[src/timer_chan_pkg.sv]
package timer_chan_pkg;
   // channel layout
   localparam int NUM_CH = 8;
   localparam int FIRST_CH = 2;
   localparam int CH7 = 7;
   // register indices (byte address = 4 * index)
   localparam logic [5:0] IDX_IO_SELECT = 6'h00;
   localparam logic [5:0] IDX_OVR_MASK = 6'h02;
   localparam logic [5:0] IDX_OVR_DATA = 6'h03;
   localparam logic [5:0] IDX_COUNTER = 6'h04;
   localparam logic [5:0] IDX_ACT_HI = 6'h08;
   localparam logic [5:0] IDX_ACT_LO = 6'h09;
   localparam logic [5:0] IDX_EDGE_HI = 6'h0A;
   localparam logic [5:0] IDX_EDGE_LO = 6'h0B;
   localparam logic [5:0] IDX_IRQ_EN = 6'h0C;
   localparam logic [5:0] IDX_FLAG = 6'h0E;
   localparam logic [2:0] IDX_VALUE_TOP = 3'h2;
   // reset values and counter step
   localparam logic [7:0] REG8_RST = 8'h00;
   localparam logic [15:0] REG16_RST = 16'h0000;
   localparam logic [15:0] COUNT_STEP = 16'h0001;
   // compare action codes {mode, level}
   localparam logic [1:0] ACT_OFF = 2'h0;
   localparam logic [1:0] ACT_TOGGLE = 2'h1;
   localparam logic [1:0] ACT_CLEAR = 2'h2;
   localparam logic [1:0] ACT_SET = 2'h3;
   // capture edge codes {high, low}
   localparam logic [1:0] EDGE_OFF = 2'h0;
   localparam logic [1:0] EDGE_RISE = 2'h1;
   localparam logic [1:0] EDGE_FALL = 2'h2;
   localparam logic [1:0] EDGE_ANY = 2'h3;

   typedef struct packed {
      logic read;
      logic write;
      logic [7:0] address;
      logic [3:0] byteenable;
      logic [31:0] writedata;
   } avl_req_t;
endpackage

[src/capture_edge.sv]
`timescale 1ns/1ps
module capture_edge (
   // clock and reset
   input wire logic sys_clk,
   input wire logic resetn,
   // synchronised pin level and edge selection
   input wire logic level,
   input wire logic [1:0] edge_sel,
   // capture event
   output logic capture
);
   import timer_chan_pkg::*;
   logic prev_reg;
   logic rise;
   logic fall;

   always_ff @(posedge sys_clk)
   begin
      if (!resetn)
         prev_reg <= 1'b0;
      else
         prev_reg <= level;
   end

   assign rise = level & ~prev_reg;
   assign fall = ~level & prev_reg;

   always_comb
   begin
      case (edge_sel)
         EDGE_RISE: capture = rise;
         EDGE_FALL: capture = fall;
         EDGE_ANY: capture = rise | fall;
         default: capture = 1'b0;
      endcase
   end
endmodule

[src/compare_action.sv]
`timescale 1ns/1ps
module compare_action (
   // action select {mode, level}
   input wire logic [1:0] action,
   // compare events
   input wire logic own_fire,
   input wire logic ovr_fire,
   input wire logic ovr_data,
   // pin level
   input wire logic cur_level,
   output logic next_level
);
   import timer_chan_pkg::*;

   always_comb
   begin
      next_level = cur_level;
      if (ovr_fire)
         next_level = ovr_data;
      else if (own_fire)
      begin
         // own compare acts only without a channel-7 override; in a tie only the override acts
         case (action)
            ACT_TOGGLE: next_level = ~cur_level;
            ACT_CLEAR: next_level = 1'b0;
            ACT_SET: next_level = 1'b1;
            default: next_level = cur_level;
         endcase
      end
   end
endmodule

[src/timer_channel_action_and_edge_control.sv]
// Our own choice: the Avalon-MM register port.
`timescale 1ns/1ps
// Function
// - mode 0 level 0: compare leaves the pin untouched
// - mode 0 level 1: compare toggles the output line
// - mode 1 level 0: compare drives the output line low
// - mode 1 level 1: compare drives the output line high
// - nonzero mode or level makes the pin an output
// - with mask set, both channel-7 and own compares change the pin
// - mask bit 7 set: channel-7 compare drives pin from data bit 7
// - two-bit edge code; 00 disables, 01 captures rising edges
// - code 10 captures falling edges, 11 captures both edges
// - edge fields packed as bit pairs across two 8-bit registers
// - interrupt enable bits match flag bits; clear enable blocks request
// - interrupt requested while any enabled flag is set
// - channel-7 compare overrides channels 6..2 where mask bit set
// - selected capture edge latches counter into value register of a channel with io select bit clear
// - capture event with io select bit clear, or compare event, sets the channel flag
module timer_channel_action_and_edge_control (
   // clock and reset
   input wire logic sys_clk,
   input wire logic resetn,
   // register bus
   input wire timer_chan_pkg::avl_req_t avl_req,
   output logic [31:0] avl_readdata,
   output logic avl_waitrequest,
   // channel pins
   input wire logic [7:0] channel_pin_in,
   output logic [7:0] channel_pin_out,
   output logic [7:0] channel_pin_oe,
   // interrupt request
   output logic irq_req
);
   import timer_chan_pkg::*;

   logic [7:0] pin_meta_reg;
   logic [7:0] pin_sync_reg;
   logic [15:0] counter_reg;
   logic [15:0] value_reg [NUM_CH];
   logic [7:0] io_select_reg;
   logic [7:0] ch7_override_mask;
   logic [7:0] ch7_override_data;
   logic [15:0] action_reg;
   logic [15:0] edge_reg;
   logic [7:0] channel_irq_enables;
   logic [7:0] channel_flag_reg;
   logic [7:0] flag_next;
   logic [7:0] flag_set;
   logic [7:0] flag_clr;
   logic [7:0] ch_match;
   logic [7:0] ch_capture;
   logic [7:0] next_level;
   logic [7:0] out_reg;
   logic [7:0] oe_reg;
   logic wait_reg;
   logic irq_reg;
   logic [31:0] readdata_reg;
   logic [31:0] rd_word;
   logic [5:0] idx;
   logic wr_go;
   logic [1:0] be_lo;

   function automatic logic is_value(input logic [5:0] index);
      return index[5:3] == IDX_VALUE_TOP;
   endfunction

   assign idx = avl_req.address[7:2];
   assign be_lo = avl_req.byteenable[1:0];
   // write takes effect at the edge where waitrequest is seen low
   assign wr_go = avl_req.write && !wait_reg;

   // pin synchroniser
   always_ff @(posedge sys_clk)
   begin
      if (!resetn)
      begin
         pin_meta_reg <= REG8_RST;
         pin_sync_reg <= REG8_RST;
      end
      else
      begin
         pin_meta_reg <= channel_pin_in;
         pin_sync_reg <= pin_meta_reg;
      end
   end

   // free-running counter, one count per clock
   always_ff @(posedge sys_clk)
   begin
      if (!resetn)
         counter_reg <= REG16_RST;
      else
         counter_reg <= counter_reg + COUNT_STEP;
   end

   // bus handshake: one wait state, then a one-cycle answer
   always_ff @(posedge sys_clk)
   begin
      if (!resetn)
         wait_reg <= 1'b1;
      else if (!wait_reg)
         wait_reg <= 1'b1;
      else if (avl_req.read || avl_req.write)
         wait_reg <= 1'b0;
   end

   always_comb
   begin
      rd_word = 32'h00000000;
      case (idx)
         IDX_IO_SELECT: rd_word[7:0] = io_select_reg;
         IDX_OVR_MASK: rd_word[7:0] = ch7_override_mask;
         IDX_OVR_DATA: rd_word[7:0] = ch7_override_data;
         IDX_COUNTER: rd_word[15:0] = counter_reg;
         IDX_ACT_HI: rd_word[7:0] = action_reg[15:8];
         IDX_ACT_LO: rd_word[7:0] = action_reg[7:0];
         IDX_EDGE_HI: rd_word[7:0] = edge_reg[15:8];
         IDX_EDGE_LO: rd_word[7:0] = edge_reg[7:0];
         IDX_IRQ_EN: rd_word[7:0] = channel_irq_enables;
         IDX_FLAG: rd_word[7:0] = channel_flag_reg;
         default:
         begin
            if (is_value(idx))
               rd_word[15:0] = value_reg[idx[2:0]];
         end
      endcase
   end

   always_ff @(posedge sys_clk)
   begin
      if (!resetn)
         readdata_reg <= 32'h00000000;
      else if (avl_req.read && wait_reg)
         readdata_reg <= rd_word;
   end

   // configuration registers
   always_ff @(posedge sys_clk)
   begin
      if (!resetn)
      begin
         io_select_reg <= REG8_RST;
         ch7_override_mask <= REG8_RST;
         ch7_override_data <= REG8_RST;
         channel_irq_enables <= REG8_RST;
      end
      else if (wr_go && avl_req.byteenable[0])
      begin
         case (idx)
            IDX_IO_SELECT: io_select_reg <= avl_req.writedata[7:0];
            IDX_OVR_MASK: ch7_override_mask <= avl_req.writedata[7:0];
            IDX_OVR_DATA: ch7_override_data <= avl_req.writedata[7:0];
            IDX_IRQ_EN: channel_irq_enables <= avl_req.writedata[7:0];
            default: ;
         endcase
      end
   end

   // action and edge fields, two 8-bit halves each
   always_ff @(posedge sys_clk)
   begin
      if (!resetn)
      begin
         action_reg <= REG16_RST;
         edge_reg <= REG16_RST;
      end
      else if (wr_go && avl_req.byteenable[0])
      begin
         case (idx)
            IDX_ACT_HI: action_reg[15:8] <= avl_req.writedata[7:0];
            IDX_ACT_LO: action_reg[7:0] <= avl_req.writedata[7:0];
            IDX_EDGE_HI: edge_reg[15:8] <= avl_req.writedata[7:0];
            IDX_EDGE_LO: edge_reg[7:0] <= avl_req.writedata[7:0];
            default: ;
         endcase
      end
   end

   // per-channel compare, capture and value registers
   for (genvar i = 0; i < NUM_CH; i++)
   begin : g_ch
      if (i >= FIRST_CH)
      begin : g_live
         assign ch_match[i] = io_select_reg[i] && (counter_reg == value_reg[i]);
         capture_edge u_edge (
            .sys_clk(sys_clk),
            .resetn(resetn),
            .level(pin_sync_reg[i]),
            .edge_sel(edge_reg[2*i+1 -: 2]),
            .capture(ch_capture[i])
         );
         compare_action u_act (
            .action(action_reg[2*i+1 -: 2]),
            .own_fire(ch_match[i] && !(i == CH7 && ch7_override_mask[CH7])),
            .ovr_fire(ch_match[CH7] && ch7_override_mask[i]),
            .ovr_data(ch7_override_data[i]),
            .cur_level(out_reg[i]),
            .next_level(next_level[i])
         );
         always_ff @(posedge sys_clk)
         begin
            if (!resetn)
               value_reg[i] <= REG16_RST;
            else if (ch_capture[i] && !io_select_reg[i])
               value_reg[i] <= counter_reg;
            else if (wr_go && is_value(idx) && idx[2:0] == i && io_select_reg[i])
            begin
               if (be_lo[0])
                  value_reg[i][7:0] <= avl_req.writedata[7:0];
               if (be_lo[1])
                  value_reg[i][15:8] <= avl_req.writedata[15:8];
            end
         end
      end
      else
      begin : g_absent
         assign ch_match[i] = 1'b0;
         assign ch_capture[i] = 1'b0;
         assign next_level[i] = 1'b0;
         always_ff @(posedge sys_clk)
         begin
            value_reg[i] <= REG16_RST;
         end
      end
   end

   // pin drive
   always_ff @(posedge sys_clk)
   begin
      if (!resetn)
      begin
         out_reg <= REG8_RST;
         oe_reg <= REG8_RST;
      end
      else
      begin
         out_reg <= next_level;
         for (int i = 0; i < NUM_CH; i++)
         begin
            if (i >= FIRST_CH)
               oe_reg[i] <= (|action_reg[2*i+1 -: 2])
                  || (ch7_override_mask[i] && io_select_reg[i]);
            else
               oe_reg[i] <= 1'b0;
         end
      end
   end

   // channel flags, a set in the clearing cycle wins
   assign flag_set = ch_match | (ch_capture & ~io_select_reg);
   assign flag_clr = (wr_go && idx == IDX_FLAG && avl_req.byteenable[0])
      ? avl_req.writedata[7:0] : REG8_RST;
   assign flag_next = (channel_flag_reg & ~flag_clr) | flag_set;

   always_ff @(posedge sys_clk)
   begin
      if (!resetn)
         channel_flag_reg <= REG8_RST;
      else
         channel_flag_reg <= flag_next;
   end

   always_ff @(posedge sys_clk)
   begin
      if (!resetn)
         irq_reg <= 1'b0;
      else
         irq_reg <= |(channel_flag_reg & channel_irq_enables);
   end

   assign avl_readdata = readdata_reg;
   assign avl_waitrequest = wait_reg;
   assign channel_pin_out = out_reg;
   assign channel_pin_oe = oe_reg;
   assign irq_req = irq_reg;
endmodule

[config.mk]
export PLATFORM = sky130hd
export DESIGN_NAME = timer_channel_action_and_edge_control
export DESIGN_NICKNAME = d
export VERILOG_FILES = /design/src/timer_chan_pkg.sv /design/src/capture_edge.sv /design/src/compare_action.sv /design/src/timer_channel_action_and_edge_control.sv
export SDC_FILE = /design/constraint.sdc
export NUM_CORES = 1
export LEC_CHECK = 0
export BUFFER_PORTS_ARGS = -buffer_cell sky130_fd_sc_hd__buf_2
export CORE_MARGIN = 2
export CORE_UTILIZATION = 50
export CTS_BUF_LIST = sky130_fd_sc_hd__clkbuf_16
export DETAILED_ROUTE_END_ITERATION = 12
export GPL_ROUTABILITY_DRIVEN = 0
export PLACE_DENSITY_LB_ADDON = 0.05
export REMOVE_ABC_BUFFERS = 1
export SLEW_MARGIN = 20
export SYNTH_ARGS = -nofsm -noshare
export SYNTH_HDL_FRONTEND = slang
export SYNTH_SLANG_ARGS = --single-unit
[constraint.sdc]
create_clock -name sys_clk -period 2.4 [get_ports sys_clk]
set_input_delay 0.48 -clock sys_clk [delete_from_list [all_inputs] [get_ports sys_clk]]
set_output_delay 0.48 -clock sys_clk [all_outputs]
set_load 0.02 [all_outputs]
==> results.md <==
* Post-CTS setup buffer count at 0
* IO Pins at 106
* Maximum clock insertion buffer count at 3
* F_max at 449 MHz
* Min-Delay Path Class: input port to flip-flop
* Largest net degree at the start of global routing at 58
* Die footprint at 25900 um^2
* Hold Violations, Final at 0
* Number of library cell types mapped by synthesis at 57
* Worst EP required at 2.87 ns
* Worst vdd ir at 399 uV
* Detailed Routing Iterations Pass 1 at 5
* Post-Route Setup TNS at 0 ns
* DIE WIDTH at 161 um
* Synth area leader: edfxtp_1
* Synthesized cell area at 12300 um^2
* Vias in the first global route at 9590
* RSZ-0062 raised after global routing: false
* Clk_lat worst skew at 0.53 ns
* Worst path slowest cell: dfxtp_1
* Post-synthesis sequential area ratio at 45.6%
* CTS clk-pin slew, worst paths at 0.06 ns
* First-pass GRT wire length at 58300 um
* Cell family with the largest share of critical-path delay: compound AO/OA/AOI/OAI gates
* Fin nets at 1428
* Post-CTS Hold Fix Bufs at 0
* CTS root buffer: clkbuf_16
* H-tree depth at 1
* Max-slew violation count at 0
* Total power draw at 8650 uW
* Power per Cell Area at 617 nW/um^2
* Layout cells sized above 1 at 17.7%
* Post-synth top area share at 23.4%
* CTS tree: built
* CP bufs+invs at 0
* Status: complete, no violations
* Total core area at 24200 um^2
* Leak at 0.00531 uW
* Total grt overflow at 0
* Cts bufs inserted at 27
* Antenna diodes at 0
* DRT antenna net count at 0
* WS Path Type: flip-flop to flip-flop
* Area contributors post-synth: edfxtp_1 (23%), dfxtp_1 (22%), a22o_1 (6.8%)
* Die Ht at 161 um
* Number of synthesized flops with an enable pin at 96
* P&R area growth vs syn at 14.1%
* Crit path capture type: flip-flop
* Worst-Margin Slew at 0.968 ns
* Dpl hpwl at 28400 um
* Avg Inst Size Synth at 9.68 um^2
* DRC errors left at 0
* Rel. slew slack at 35.1%
* Vias per inst at 6.06
* PortBufs at 63
* Clock Sinks at 232
* Initial Util at 50.7%
* Antenna violations before repair at 1
* Gr usage total at 29.8%
* Flops & latches, synth at 232
* Clock skew at 0.0108 ns
* Top-count cell post-synth: dfxtp_1
* Syn Inst Count at 1270
* Worst-path maximum fanout at 11
* Period utilization at 92.9%
* Async SR Flop Fraction at 0%
* Top FF cell, synth: dfxtp_1
* Critical path arrival at 2.70 ns
* Max cap viols at 0
* Avg WL per Cell at 23.0 um
* Critical path's largest stage delay at 0.70 ns
* Worst setup SP type: flip-flop
* Rows at 57
* YS warnings at 0
* Total number of vias at 10.3k
* DRT Wirelength at 38900 um
* Iter 0 DRT Violations at 1045
* # setup viols final at 0
* Commonest cells post-synth: dfxtp_1 (136), a21oi_1 (118), nand2_1 (103), nor2_1 (103)
* Minimum clock period at 2.23 ns
* Max reg flops at 96
* Critical path cell sequence: o21ai_0, or3_1, or2_1, o41a_1, a21oi_1
worst paths after layout:
path	start	to	slack, ns	depth (start not counted)
max	counter_reg[3]	channel_pin_out[5]	0.17	5
min	channel_pin_in[7]	pin_meta_reg[7]	0.15	2
max reg2reg	counter_reg[3]	channel_pin_out[5]	0.17	5
min reg2reg	pin_meta_reg[3]	pin_sync_reg[3]	0.43	1
report_power, final:
part	leakage [uW]	switching, uW	internal [uW]	total (uW)
Sequential	0.00209	74.7	4190	4270
Combinational	0.00279	467	240	707
Clock	0.000428	1590	2090	3680
Total	0.00531	2130	6520	8650
worst register-to-register path, stage by stage (launching register included):
cell and delay (ns):
dfxtp_1 0.70, o21ai_0 0.23, or3_1 0.43, or2_1 0.29
o41a_1 0.41, a21oi_1 0.11
stage by stage:
| step | std cells | util, % | setup slack, ns | cell area, um^2 | hold WS [ns] |
|---|---|---|---|---|---|
| 5_1_grt | 1691 | 57.9 | 0.0120 | 14000 | 0.145 |
| 4_1_cts | 1691 | 57.8 | 0.0830 | 14000 | 0.143 |
| 2_1_floorplan | 1166 | - | -0.882 | 11800 | 0.412 |
| 3_5_place_dp | 1642 | 54.6 | -0.0288 | 13200 | 0.422 |
| 3_3_place_gp | 1642 | 54.6 | -0.0605 | 13200 | 0.414 |
| 6_report | 1691 | 57.9 | 0.171 | 14000 | 0.152 |
layout make-up:
class | count | area (um^2)
Fill cell | 2157 | 10200
Multi-Input combinational cell | 897 | 6040
Sequential cell | 232 | 5610
Timing Repair Buffer | 152 | 1050
Clock buffer | 28 | 701
Tap cell | 324 | 405
Inverter | 37 | 140
Clock inverter | 21 | 87.6
what timing repair did:
action	4_1_cts	5_1_grt
resized for setup	0	2
setup endpoints to repair	0	2
endpoints found under the hold margin	0	0
cells in the final DEF, fill, tap and decap left out, drive strengths merged, types with 16 or more instances in the layout:
cell    synthesis  routed
xnor2          31      31
inv            37      45
a22oi          44      44
nand3          79      79
conb            1      20
a22o           96      96
a21oi         118     118
o21ai          37      37
dfxtp         136     136
mux2           16      16
ha             25      25
nand2         103     103
xor2           74      74
buf            60     152
and2           19      19
clkbuf         63      28
edfxtp         96      96
nor2          107     107
mux4           16      16
metal layers:
metal  vias up  wire length (um)  global-route usage, %  part of all wire, %
li1       4724                 -                      -                    -
met1      4960             17300                   44.1                   44
met2       492             16900                   44.9                   44
met3        76              3420                   4.67                  8.8
met4         2              1210                   9.94                  3.1
met5         -                13                      0                0.033
cell families (layout without fill, tap and decap cells):
family | after synthesis | after routing | synth area share, %
compound gates | 323 | 323 | 17.9
xor+xnor | 105 | 105 | 7.48
fa+ha+maj | 25 | 25 | 2.54
buf+inv | 160 | 238 | 6.12
flops | 232 | 232 | 45.6
mux | 47 | 47 | 5.62
other cells | 1 | 20 | 0.0305
simple gates | 377 | 377 | 14.7
(Power assumes the default switching activity.)
